===== src/frs_defs.vh =====
// Constants for the floppy rate-select and status register block.
// How it works
// - Input register bit 7 returns inverted disk-change pin, or the shadow value.
// - Second mode bit 0 low at 500K/1M, high at 250K/300K.
// - Rate bits survive software reset; hardware reset restores the 250K code.
// - Second mode input register bits 6..3 read as ones.
// - Third mode input register bits 6..4 read as zeros.
// - Third mode bit 2 mirrors last written precompensation-off bit.
// - Third mode bit 3 mirrors transfer-engine enable from output register bit 3.
// - Config control register is write-only at offset 0x07; rate resets to 10.
// - Third mode precomp-off bit stored, no effect, readable, survives software reset.
// - Density pin goes high on hardware reset; other resets leave it alone.
// - Result phase presents status bytes of the finished command.
// - Status byte 0 bits 7,6 encode termination cause 00/01/10/11.
// - Status byte 0 bit 5 set when seek, relative seek or recalibrate ends.
// - Status byte 0 bit 4 set on track-zero failure or outward overstep.
// - Status byte 0 bit 3 always zero.
// - Status byte 0 bit 2 is head, bits 1,0 the drive number.
// - Input register is read-only at 0x07, sharing the address with config control.
`ifndef FRS_DEFS_VH
`define FRS_DEFS_VH
`define FRS_OFS_CFG_DIN 3'h7
`define FRS_RATE_RST 2'h2
`define FRS_RATE_500K 2'h0
`define FRS_RATE_300K 2'h1
`define FRS_RATE_250K 2'h2
`define FRS_RATE_1M 2'h3
`define FRS_MODE_BASE 2'h0
`define FRS_MODE_SECOND 2'h1
`define FRS_MODE_THIRD 2'h2
`define FRS_BIT_PRECOMP 2
`define FRS_BIT_XFER_EN 3
`define FRS_TC_NORMAL 2'h0
`define FRS_TC_ABNORMAL 2'h1
`define FRS_TC_INVALID 2'h2
`define FRS_TC_POLLING 2'h3
`endif


===== src/frs_regs.v =====
// Rate-select, digital input and status byte 0 register logic.
`timescale 1ns/100ps
`default_nettype none
`include "frs_defs.vh"
module frs_regs (
  // Clock and resets
  input wire clock,
  input wire sys_rst,
  input wire soft_rst,
  // Host register port
  input wire [2:0] io_addr,
  input wire io_wr,
  input wire io_rd,
  input wire [7:0] io_wdata,
  output reg [7:0] io_rdata,
  // Mode and shared state
  input wire [1:0] compat_mode,
  input wire [7:0] digital_output_reg,
  input wire disk_changed,
  input wire shadow_sel,
  input wire shadow_disk_changed,
  // Drive side
  output wire [1:0] data_rate,
  output reg density_select_pin,
  // Result phase status byte 0 sources
  input wire result_load,
  input wire [1:0] termination_code,
  input wire seek_end,
  input wire equipment_check,
  input wire head_addr,
  input wire [1:0] drive_number,
  output reg [7:0] status0
);

  // ****************************************
  // Local sizes
  // ****************************************
  // The software reset input is kept for the port map; nothing here is cleared by it.
  localparam RATE_W = 2;
  localparam DATA_W = 8;
  localparam ST0_W = 8;

  genvar g;

  // ****************************************
  // Decoding helpers
  // ****************************************
  // The shared offset is decoded for both directions, so one function serves both.
  function hits_shared;
    input [2:0] addr;
    begin
      hits_shared = (addr == `FRS_OFS_CFG_DIN);
    end
  endfunction

  // Low density at 250K and 300K; high density at 500K and 1M.
  function low_dens_of;
    input [1:0] rate;
    begin
      case (rate)
        `FRS_RATE_250K: begin
          low_dens_of = 1'b1;
        end
        `FRS_RATE_300K: begin
          low_dens_of = 1'b1;
        end
        `FRS_RATE_500K: begin
          low_dens_of = 1'b0;
        end
        `FRS_RATE_1M: begin
          low_dens_of = 1'b0;
        end
        default: begin
          low_dens_of = 1'b0;
        end
      endcase
    end
  endfunction

  // ****************************************
  // Read layouts
  // ****************************************
  function [7:0] din_second;
    input dsk;
    input [1:0] rate;
    reg [7:0] word;
    begin
      word = 8'h00;
      word[7] = dsk;
      word[6] = 1'b1;
      word[5] = 1'b1;
      word[4] = 1'b1;
      word[3] = 1'b1;
      word[2] = rate[1];
      word[1] = rate[0];
      word[0] = low_dens_of(rate);
      din_second = word;
    end
  endfunction

  function [7:0] din_third;
    input dsk;
    input xfer_en;
    input precomp;
    input [1:0] rate;
    reg [7:0] word;
    begin
      word = 8'h00;
      word[7] = dsk;
      word[6] = 1'b0;
      word[5] = 1'b0;
      word[4] = 1'b0;
      word[3] = xfer_en;
      word[2] = precomp;
      word[1] = rate[1];
      word[0] = rate[0];
      din_third = word;
    end
  endfunction

  // Bits 6..0 of the base layout are undefined and read as zero.
  function [7:0] din_base;
    input dsk;
    reg [7:0] word;
    begin
      word = 8'h00;
      word[7] = dsk;
      din_base = word;
    end
  endfunction

  function [7:0] status_word;
    input [1:0] tc;
    input seek;
    input equip;
    input head;
    input [1:0] drive;
    reg [7:0] word;
    begin
      word = 8'h00;
      word[7] = tc[1];
      word[6] = tc[0];
      word[5] = seek;
      word[4] = equip;
      word[3] = 1'b0;
      word[2] = head;
      word[1] = drive[1];
      word[0] = drive[0];
      status_word = word;
    end
  endfunction

  // ****************************************
  // Host access decode
  // ****************************************
  wire cfg_wr;
  wire din_rd;

  assign cfg_wr = io_wr && hits_shared(io_addr);
  assign din_rd = io_rd && hits_shared(io_addr);

  // ****************************************
  // Mode decode
  // ****************************************
  reg third_mode;

  always @* begin
    case (compat_mode)
      `FRS_MODE_THIRD: begin
        third_mode = 1'b1;
      end
      default: begin
        third_mode = 1'b0;
      end
    endcase
  end

  // ****************************************
  // Configuration control storage
  // ****************************************
  reg [RATE_W-1:0] rate_r;
  reg [RATE_W-1:0] rate_nxt;
  reg precomp_off_r;
  reg precomp_off_nxt;
  wire rate_sel_lo;
  wire rate_sel_hi;
  wire low_density_flag;
  wire [RATE_W-1:0] rate_word;

  // The latest write decides the rate; reserved bits 7..3 are dropped here.
  always @* begin
    rate_nxt = rate_r;
    if (cfg_wr) begin
      rate_nxt = io_wdata[1:0];
    end
  end

  // Outside the third mode bit 2 is reserved, so a write leaves the stored copy alone.
  always @* begin
    precomp_off_nxt = precomp_off_r;
    if (cfg_wr && third_mode) begin
      precomp_off_nxt = io_wdata[`FRS_BIT_PRECOMP];
    end
  end

  // Soft reset is deliberately absent: rate and precomp bits survive it.
  always @(posedge clock or posedge sys_rst) begin
    if (sys_rst) begin
      rate_r <= `FRS_RATE_RST;
    end else begin
      rate_r <= rate_nxt;
    end
  end

  always @(posedge clock or posedge sys_rst) begin
    if (sys_rst) begin
      precomp_off_r <= 1'b0;
    end else begin
      precomp_off_r <= precomp_off_nxt;
    end
  end

  assign data_rate = rate_r;
  assign rate_sel_lo = rate_r[0];
  assign rate_sel_hi = rate_r[1];
  assign rate_word = {rate_sel_hi, rate_sel_lo};
  assign low_density_flag = low_dens_of(rate_r);

  // ****************************************
  // Density select pin
  // ****************************************
  reg density_nxt;

  // Follows the rate one clock later, so outside hardware reset the pin changes only on a clock edge.
  always @* begin
    if (low_density_flag) begin
      density_nxt = 1'b0;
    end else begin
      density_nxt = 1'b1;
    end
  end

  // Only hardware reset presets it; register-issued resets never reach here.
  always @(posedge clock or posedge sys_rst) begin
    if (sys_rst) begin
      density_select_pin <= 1'b1;
    end else begin
      density_select_pin <= density_nxt;
    end
  end

  // ****************************************
  // Disk-change and transfer-enable bits
  // ****************************************
  wire dsk_bit;
  wire xfer_en_bit;

  // The shadow copy is taken as written; only the cable level is inverted.
  assign dsk_bit = shadow_sel ? shadow_disk_changed : ~disk_changed;
  assign xfer_en_bit = digital_output_reg[`FRS_BIT_XFER_EN];

  // ****************************************
  // Digital input register read
  // ****************************************
  reg [DATA_W-1:0] din_value;
  reg [DATA_W-1:0] rdata_nxt;
  wire [DATA_W-1:0] rdata_cap;

  always @* begin
    case (compat_mode)
      `FRS_MODE_SECOND: begin
        din_value = din_second(dsk_bit, rate_word);
      end
      `FRS_MODE_THIRD: begin
        din_value = din_third(dsk_bit, xfer_en_bit, precomp_off_r,
                              rate_word);
      end
      default: begin
        din_value = din_base(dsk_bit);
      end
    endcase
  end

  // Read data holds between reads, so the host may sample it late.
  always @* begin
    rdata_nxt = rdata_cap;
    if (din_rd) begin
      rdata_nxt = din_value;
    end
  end

  // Eight matching flops hold the read word.
  generate
    for (g = 0; g < DATA_W; g = g + 1) begin : g_rd
      reg bit_r;

      always @(posedge clock or posedge sys_rst) begin
        if (sys_rst) begin
          bit_r <= 1'b0;
        end else begin
          bit_r <= rdata_nxt[g];
        end
      end

      assign rdata_cap[g] = bit_r;
    end
  endgenerate

  always @* begin
    io_rdata = rdata_cap;
  end

  // ****************************************
  // Status byte 0
  // ****************************************
  wire [ST0_W-1:0] status_src;
  wire [ST0_W-1:0] status_cap;

  assign status_src = status_word(termination_code, seek_end, equipment_check, head_addr,
                                  drive_number);

  // One capture flop per bit; each holds until the next result phase loads it.
  generate
    for (g = 0; g < ST0_W; g = g + 1) begin : g_st0
      reg bit_r;

      always @(posedge clock or posedge sys_rst) begin
        if (sys_rst) begin
          bit_r <= 1'b0;
        end else if (result_load) begin
          bit_r <= status_src[g];
        end
      end

      assign status_cap[g] = bit_r;
    end
  endgenerate

  always @* begin
    status0 = status_cap;
  end

endmodule
`default_nettype wire


===== config.mk =====
export PLATFORM = sky130hd
export DESIGN_NAME = frs_regs
export DESIGN_NICKNAME = d
export VERILOG_FILES = /design/src/frs_regs.v
export VERILOG_INCLUDE_DIRS = /design/src
export SDC_FILE = /design/constraint.sdc
export NUM_CORES = 1
export LEC_CHECK = 0
export BUFFER_PORTS_ARGS = -buffer_cell sky130_fd_sc_hd__buf_2
export CAP_MARGIN = 20
export CORE_UTILIZATION = 30
export CTS_CLUSTER_SIZE = 8
export DETAILED_ROUTE_END_ITERATION = 10
export GPL_TIMING_DRIVEN = 1
export PLACE_DENSITY_LB_ADDON = 0.05
export SYNTH_ARGS = -nofsm -noshare
export SYNTH_HDL_FRONTEND = slang
export SYNTH_SLANG_ARGS = --single-unit

===== constraint.sdc =====
create_clock -name clock -period 1.7 [get_ports clock]
set_input_delay 0.255 -clock clock [delete_from_list [all_inputs] [get_ports clock]]
set_output_delay 0.255 -clock clock [all_outputs]
set_load 0.005 [all_outputs]

Yosys cells after proc, flatten, opt, wreduce, memory -nomap -nowiden
Index checks and enable logic that the tools add are counted.
{ "totals": {"regBits": 19, "output_inout_bits": 19} }
{ "op_classes": {"eq_ne": 6, "mux": 5, "bitwise_logic": 1, "reduce_logical": 6} }
{ "op_table": {"columns": ["op", "count"], "rows": [
  ["one-hot mux 7 bit (2 select lines)", 1],
  ["equality test 2 bit, second input constant", 3],
  ["equality test 2 x 1 -> 1 bit, second input constant", 2],
  ["OR reduction 2 bit", 2],
  ["equality test 3 bit, second input constant", 1],
  ["logical AND 1 bit", 3],
  ["two-way mux 1 bit", 3],
  ["logical NOT 2 bit", 1],
  ["one-hot mux 1 bit (2 select lines)", 1],
  ["inverter 1 bit", 1]
]} }

Longest topological paths before layout
Gate-level depths: netlist of the first run.
{ "logic_depth": {"ltp_word": 4, "depth_mapped": 5, "mapped_depth_nobuf": 5} }

Least setup slack after synthesis of the first run
OpenSTA, ideal clock, no wires.
{ "synth_timing": {"kind": "input -> register", "from": "in compat_mode[0]", "to": "reg precomp_off_r", "t_arrival_ps": 964, "setup_slack_ps": 612, "path_stages": 5, "path_buffers": 0, "path_cell_list": "inv_1 -> ha_1 -> inv_1 -> nor2_1 -> mux2_2"} }
{ "synth_between": {"elab_chain_len": 3} }
{ "synth_lines": {"columns": ["item", "line", "text"], "rows": [
  ["start: declaration", "frs_regs.v:17", "input wire [1:0] compat_mode,"],
  ["equality test 2 bit", "frs_regs.v:168", "case (compat_mode)"],
  ["two-way mux 1 bit", null, null],
  ["logical AND 1 bit", "frs_regs.v:201", "if (cfg_wr && third_mode) begin"],
  ["end signal: assignment", "frs_regs.v:219", "precomp_off_r <= precomp_off_nxt;"],
  ["end: declaration", "frs_regs.v:183", "reg precomp_off_r;"]
]} }
Every way passes these cells.
A chain may end at the register's enable or synchronous reset.

Worst setup path in the final report of the first run
{ "layout_timing": {"from": "reg rate_r[1], in the netlist data_rate[1]", "to": "out data_rate[1]"} }
{ "layout_rtl": {"columns": ["item", "line", "text"], "rows": [
  ["start: declaration", "frs_regs.v:181", "reg [RATE_W-1:0] rate_r;"],
  ["start signal: assignment", "frs_regs.v:209", "rate_r <= `FRS_RATE_RST;"],
  ["start signal: assignment", "frs_regs.v:211", "rate_r <= rate_nxt;"],
  ["end: declaration", "frs_regs.v:23", "output wire [1:0] data_rate,"]
]} }
No word-level cell between the ends.

==> results of run 1 <==
==> logic make-up (layout without fill, tap and decap cells) <==
logic type,count (synthesis),in the layout,share of synthesized area [%]
flops,17,17,49.00
other cells,1,1,0.4294
fa+ha+maj,3,3,4.298
simple gates,10,10,5.588
xor+xnor,1,1,1.003
buf+inv,23,50,17.77
mux,11,11,14.18
compound gates,10,10,7.736
==> power by group through the flow <==
stage | sequential, mW | combinational [mW] | clock [mW]
3_5_place_dp | 0.527 | 0.204 | 0
3_3_place_gp | 0.524 | 0.203 | 0
6_report | 0.517 | 0.200 | 0.221
2_1_floorplan | 0.521 | 0.162 | 0
5_1_grt | 0.527 | 0.226 | 0.251
4_1_cts | 0.519 | 0.204 | 0.236
==> through the flow <==
step	power [mW]	area [sq um]	util [%]	std cells
finish	0.9378	1008	36.57	134
global route	1.003	1008	36.57	134
CTS	0.9593	1008	36.57	134
detailed placement	0.7310	980.9	35.57	130
global placement	0.7275	980.9	35.57	130
floorplan	0.6828	873.3	-	76
==> state kept, by name (all words and copies together), names as in the netlist <==
signal	flops
g_st0.bit_r	7
g_rd.bit_r	6
data_rate	2
density_select_pin	1
precomp_off_r	1
==> cells in the final DEF, fill, tap and decap left out <==
master,n
a21oi_1,2
nand4_1,1
clkbuf_4,3
a22o_2,1
o21ai_0,2
conb_1,1
nand4_2,1
nand2_1,5
mux2_2,11
o31ai_1,3
inv_1,5
xnor2_1,1
dfstp_2,2
buf_2,41
dfrtp_1,15
ha_1,3
a22oi_1,2
nor2_1,3
clkinv_2,1
==> worst max path at each step <==
stage	startpoint	to	slack, ns
6_report	data_rate[1]	data_rate[1]	0.44
3_3_place_gp	compat_mode[0]	precomp_off_r	0.43
4_1_cts	data_rate[1]	data_rate[1]	0.43
3_5_place_dp	compat_mode[0]	precomp_off_r	0.42
5_1_grt	data_rate[1]	data_rate[1]	0.41
2_1_floorplan	compat_mode[0]	precomp_off_r	0.61
==> cells in the mapped netlist <==
library cell	instances	area, sq um
buf_4	16	120.1
nand4_1	1	6.260
nand4_2	1	12.51
a21oi_1	2	10.01
xnor2_1	1	8.760
dfstp_2	2	52.55
o21ai_0	2	10.01
nor2_1	3	11.26
dfrtp_1	15	375.4
nand2_1	5	18.77
ha_1	3	37.54
inv_1	5	18.77
buf_6	1	11.26
buf_2	1	5.000
conb_1	1	3.750
a22o_2	1	10.01
mux2_2	11	123.9
o31ai_1	3	22.52
a22oi_1	2	15.01
==> cell type report <==
type	instances	area [sq um]	area share, %
inverter	5	18.77	1.861
timing repair buffer	41	205.2	20.35
multi-input combinational	36	290.3	28.78
sequential	17	427.9	42.43
tap	31	38.79	3.846
clock inverter	1	5.005	0.4963
clock buffer	3	22.52	2.233
==> per-layer routing <==
metal	part of all wire (%)	wire (um)
met2	41	602
met1	47	691
met4	0.89	13
met5	0	0
met3	11	160
==> results.yml, run 1 <==
worst_setup_path:
  endpoint_kind: "output port"
  arrival_ns: 1.00
  rr_worst_depth: 3
  required_ns: 1.44
  r2r_start: "data_rate[1]"
  worstPathMaxFanout: 5
  reg2reg_to: "g_rd[0].bit_r"
  startpoint_type: "flip-flop"
  crit_buf_inv: 1
  crit_slowest_cell: "dfstp_2"
  max_stage_delay_ns: 0.59
  ff2ff_setup_slack_ns: 0.56
  worstSetupPathDepth: 1
  path_delay_family: "flip-flops"
  worstPathCellList: "buf_2"
  worstSetupPathType: "flip-flop to output port"
layout:
  area_delta_synth_final_pct: 15.47
  final_nets: 144
  fill_cells: 285
  layout-drive-gt1-share_pct: 58.25
  diodes: 0
clock_tree:
  cts_tree: "done"
  numCtsBuffers: 3
  postCtsSetupRepairBufs: 0
  clkLatencyLatePin_ns: 0.29
  cts_buffer_depth: 2
  cts-root-buf: "clkbuf_4"
  h-tree-depth: 1
  clk_transition_reported_paths_ns: 0.10
  cts_hold_buf: 0
  numClockSinks: 17
  ctsResizeCount: 0
yosys:
  synth_area_sq_um: 873.3
  ys_ff_latch: 17
  synth_cell_type_count: 19
  synth_area_per_cell_sq_um: 11.49
  ys_warn_count: 0
  synth_nets: 116
  syn_inst: 76
  yosysSeqAreaShare_pct: 49.00
grt:
  grt_busiest_layer: "met2"
  grt_util_met3_pct: 5.814
  grt_pass1_vias: 531
  grt_max_degree: 18
  grt_pass1_wl_um: 2456
  grt_util_met1_pct: 13.82
  grt_remaining_overflow: 0
  antenna_found_initial: 0
  gr-usage-all-layers_pct: 10.31
  met2_usage_pct: 14.11
routing:
  wire_per_inst_um: 10.95
  routed_wirelength_um: 1467
  ant_nets: 0
  firstDrtPassIters: 4
  vias_per_cell: 4.433
  vias: 594
  drc: 0
  drtIter0Drc: 2
run:
  maxCapViolCount: 0
place:
  routabilityCongestion: 0.6158
  dp_hpwl_um: 1149
  io_buffers: 41
  pre_cts_slack_ns: 0.4196
worst_hold_path:
  worstHoldPathType: "primary input to async pin"
floorplan:
  fp.dieW_um: 55.96
  dieArea_sq_mm: 0.003131
  row_count: 19
  initial_core_util_pct: 31.67
  core_area_sq_mm: 0.002758
  ios: 56
  die_h_um: 55.96
timing:
  layout_min_cycle_time_ns: 1.259
  setup-tns-final_ns: 0
  hold_viol: 0
  finalCritPeriodShare_pct: 74.08
  worst_pin_slew_ns: 0.6198
  grt_setup_unrepaired: "no"
  holdWs_ns: 0.01807
  skew_ns: 0.0002658
  setup_viol: 0
  fin_ws_ns: 0.4406
  finalMaxSlewViolations: 0
  max_freq_mhz: 794.0
  slew_headroom_pct: 58.63
pwr:
  switching_share_pct: 27.37
  ir_drop_mv: 0.4016
  powerDensity_mw_per_mm2: 929.9
  p_seq_share_pct: 55.1
  leakagePower_nw: 0.5283
  switchingPower_mw: 0.2566
  p_int_mw: 0.6811
  combPwrFrac_pct: 21.3
  clkPwrFrac_pct: 23.6
status:
  run_status: "finished clean"
Note: power is estimated with default switching activity, not from simulation.
==> run 2: changes to the inputs <==
--- a/config.mk
+++ b/config.mk
@@ -6,6 +6,7 @@
 export SDC_FILE = /design/constraint.sdc
 export NUM_CORES = 1
 export LEC_CHECK = 0
+export ABC_AREA = 1
 export BUFFER_PORTS_ARGS = -buffer_cell sky130_fd_sc_hd__buf_2
 export CAP_MARGIN = 20
 export CORE_UTILIZATION = 30
==> constraint.sdc (replaced) <==
create_clock -name clock -period 1.2 [get_ports clock]
set_input_delay 0.18 -clock clock [delete_from_list [all_inputs] [get_ports clock]]
set_output_delay 0.18 -clock clock [all_outputs]
set_load 0.005 [all_outputs]
==> run 2 against run 1 <==
The flow now finishes with violations (DRC). Utilization increased by 2.0 points. Sequential power increased by 37%. Clock skew increased by 0.0047 ns. Critical path type unchanged. Critical endpoint unchanged. Highest routed layer unchanged.
==> results.yml, run 2 <==
layout:
  final_cells: 160
  final_cell_mix: "buf_2 (41), nand2_1 (35), dfrtp_1 (15)"
  top_register: "g_st0.bit_r"
  final_nets: 170
  layout-drive-gt1-share_pct: 46.51
  largest_reg_flops: 7
  diodes: 0
  area_delta_synth_final_pct: 18.67
  final_common_cell: "buf_2"
worst_setup_path:
  worstPathMaxFanout: 3
  crit_buf_inv: 1
  path_delay_family: "flip-flops"
  worstSetupPathType: "flip-flop to output port"
  endpoint_kind: "output port"
  crit_slowest_cell: "dfstp_2"
  required_ns: 1.02
  arrival_ns: 0.94
  max_stage_delay_ns: 0.55
  worstPathCellList: "buf_2"
  startpoint_type: "flip-flop"
timing:
  finalMaxSlewViolations: 0
  max_freq_mhz: 889.9
  fin_ws_ns: 0.07628
  layout_min_cycle_time_ns: 1.124
  grt_setup_unrepaired: "no"
  hold_viol: 0
  setup-tns-final_ns: 0
  skew_ns: 0.005006
  finalCritPeriodShare_pct: 93.64
  setup_viol: 0
pwr:
  clkPwrFrac_pct: 23.3
  p_int_mw: 0.9477
  ir_drop_mv: 0.7329
  switchingPower_mw: 0.3696
  combPwrFrac_pct: 22.7
  leakagePower_nw: 0.6163
  switching_share_pct: 28.06
  powerDensity_mw_per_mm2: 1209
  p_seq_share_pct: 53.9
yosys:
  synth_nets: 138
  synth_cell_type_count: 16
  syn_inst: 98
  synthArstFlopShare_pct: 100.0
  synth_area_per_cell_sq_um: 9.371
  synthTopCellsByCount: "nand2_1 (35), buf_4 (16), dfrtp_1 (15), inv_1 (7), mux2_2 (7)"
  yosysMostFrequentCell: "nand2_1"
  synth_edf_count: 0
  synth_top_area_share_pct: 40.87
  synth_flop_cell: "dfrtp_1"
  ys_warn_count: 0
  synth_area_sq_um: 918.4
  ys_ff_latch: 17
  yosysSeqAreaShare_pct: 46.59
  ys_top_cells_by_area: "dfrtp_1 (41%), nand2_1 (14%), buf_4 (13%)"
  synth_area_leader_cell: "dfrtp_1"
grt:
  grt_max_degree: 18
  antenna_found_initial: 0
  gr-usage-all-layers_pct: 10.88
  grt_remaining_overflow: 0
  grt_pass1_wl_um: 2704
  grt_pass1_vias: 629
place:
  pre_cts_slack_ns: 0.1731
  dp_hpwl_um: 1231
  dpl.cell_count: 154
  routabilityCongestion: 0.7208
  io_buffers: 41
floorplan:
  dieArea_sq_mm: 0.003287
  core_area_sq_mm: 0.002829
  row_count: 19
  die_h_um: 57.33
  ios: 56
  initial_core_util_pct: 32.46
  fp.dieW_um: 57.33
clock_tree:
  numClockSinks: 17
  cts_tree: "done"
  cts_buffer_depth: 2
  cts-root-buf: "clkbuf_4"
  clkLatencyLatePin_ns: 0.29
  h-tree-depth: 1
  ctsResizeCount: 0
  numCtsBuffers: 3
  clk_transition_reported_paths_ns: 0.10
routing:
  routed_wirelength_um: 1558
  drc: 3
  wire_per_inst_um: 9.738
  firstDrtPassIters: 9
  drtIter0Drc: 10
  vias: 676
  vias_per_cell: 4.225
  ant_nets: 0
status:
  run_status: "finished, violations left"
  violations: "DRC"
worst_hold_path:
  worstHoldPathType: "primary input to flip-flop"
run:
  maxCapViolCount: 0
## run 2: metal layers
| layer | GRT usage (%) | share of wire (%) | vias up | routed length (um) |
|---|---|---|---|---|
| li1 | - | - | 350 | - |
| met1 | 12.27 | 45 | 296 | 696 |
| met2 | 19.16 | 47 | 28 | 726 |
| met3 | 4.762 | 7.8 | 2 | 121 |
| met4 | 2.091 | 0.83 | 0 | 13 |
| met5 | 0 | 0 | - | 0 |
## run 2: cells by family (layout without fill, tap and decap cells)
logic type / after synthesis / in the layout / share of synthesized area, %
simple gates: 42 / 42 / 21.66
buf+inv: 24 / 55 / 16.49
flops: 17 / 17 / 46.59
mux: 7 / 7 / 8.584
compound gates: 4 / 4 / 2.179
fa+ha+maj: 3 / 3 / 4.088
other cells: 1 / 1 / 0.4083
## run 2: repair_timing
action / CTS / global route
hold buffers: 1 / 0
setup endpoints to repair: 0 / 1
hold endpoints to repair: 15 / 0
buffers inserted: 0 / 1
## run 2: area by class of cell
type | count | area (sq um)
inverter | 7 | 26.28
tap | 31 | 38.79
fill | 314 | 1739
clock inverter | 1 | 5.005
sequential | 17 | 427.9
timing repair buffer | 44 | 230.2
clock buffer | 3 | 22.52
multi-input combinational | 57 | 339.1
## run 2: path summary, 6_finish.rpt
check	start	endpoint	slack (ns)	cells after the start
worst max-delay path	data_rate[1]	data_rate[1]	0.08	1
worst min-delay path	io_wdata[1]	data_rate[1]	0.1	3
worst max register to register	data_rate[1]	g_rd[0].bit_r	0.17	6
worst min register to register	g_rd[3].bit_r	g_rd[3].bit_r	0.48	2
max in group asynchronous	sys_rst	data_rate[1]	0.51	4
min in group asynchronous	sys_rst	g_st0[0].bit_r	0.43	4
## run 2: power groups by stage
stage,clock [mW],combinational [mW],sequential (mW)
4_1_cts,0.335,0.294,0.716
3_3_place_gp,0,0.287,0.724
3_5_place_dp,0,0.290,0.728
5_1_grt,0.357,0.345,0.724
2_1_floorplan,0,0.225,0.723
6_report,0.307,0.299,0.710
## run 2: through the flow
stage | util (%) | total power [mW] | hold WS, ns | instance area, sq um
3_5_place_dp | 36.93 | 1.018 | 0.2112 | 1045
6_report | 38.52 | 1.317 | 0.09835 | 1090
3_3_place_gp | 36.93 | 1.011 | 0.2034 | 1045
2_1_floorplan | - | 0.9480 | 0.1046 | 918.4
5_1_grt | 38.52 | 1.425 | 0.08988 | 1090
4_1_cts | 38.26 | 1.345 | 0.08286 | 1082
## run 2: worst register-to-register path, cell delays in order, from the launching register on
cell and delay, ns:
dfstp_2 0.55, buf_4 0.11, nand2_1 0.06, nand3_1 0.08, nand2_1 0.05, nand2_1 0.05
nand2_1 0.04
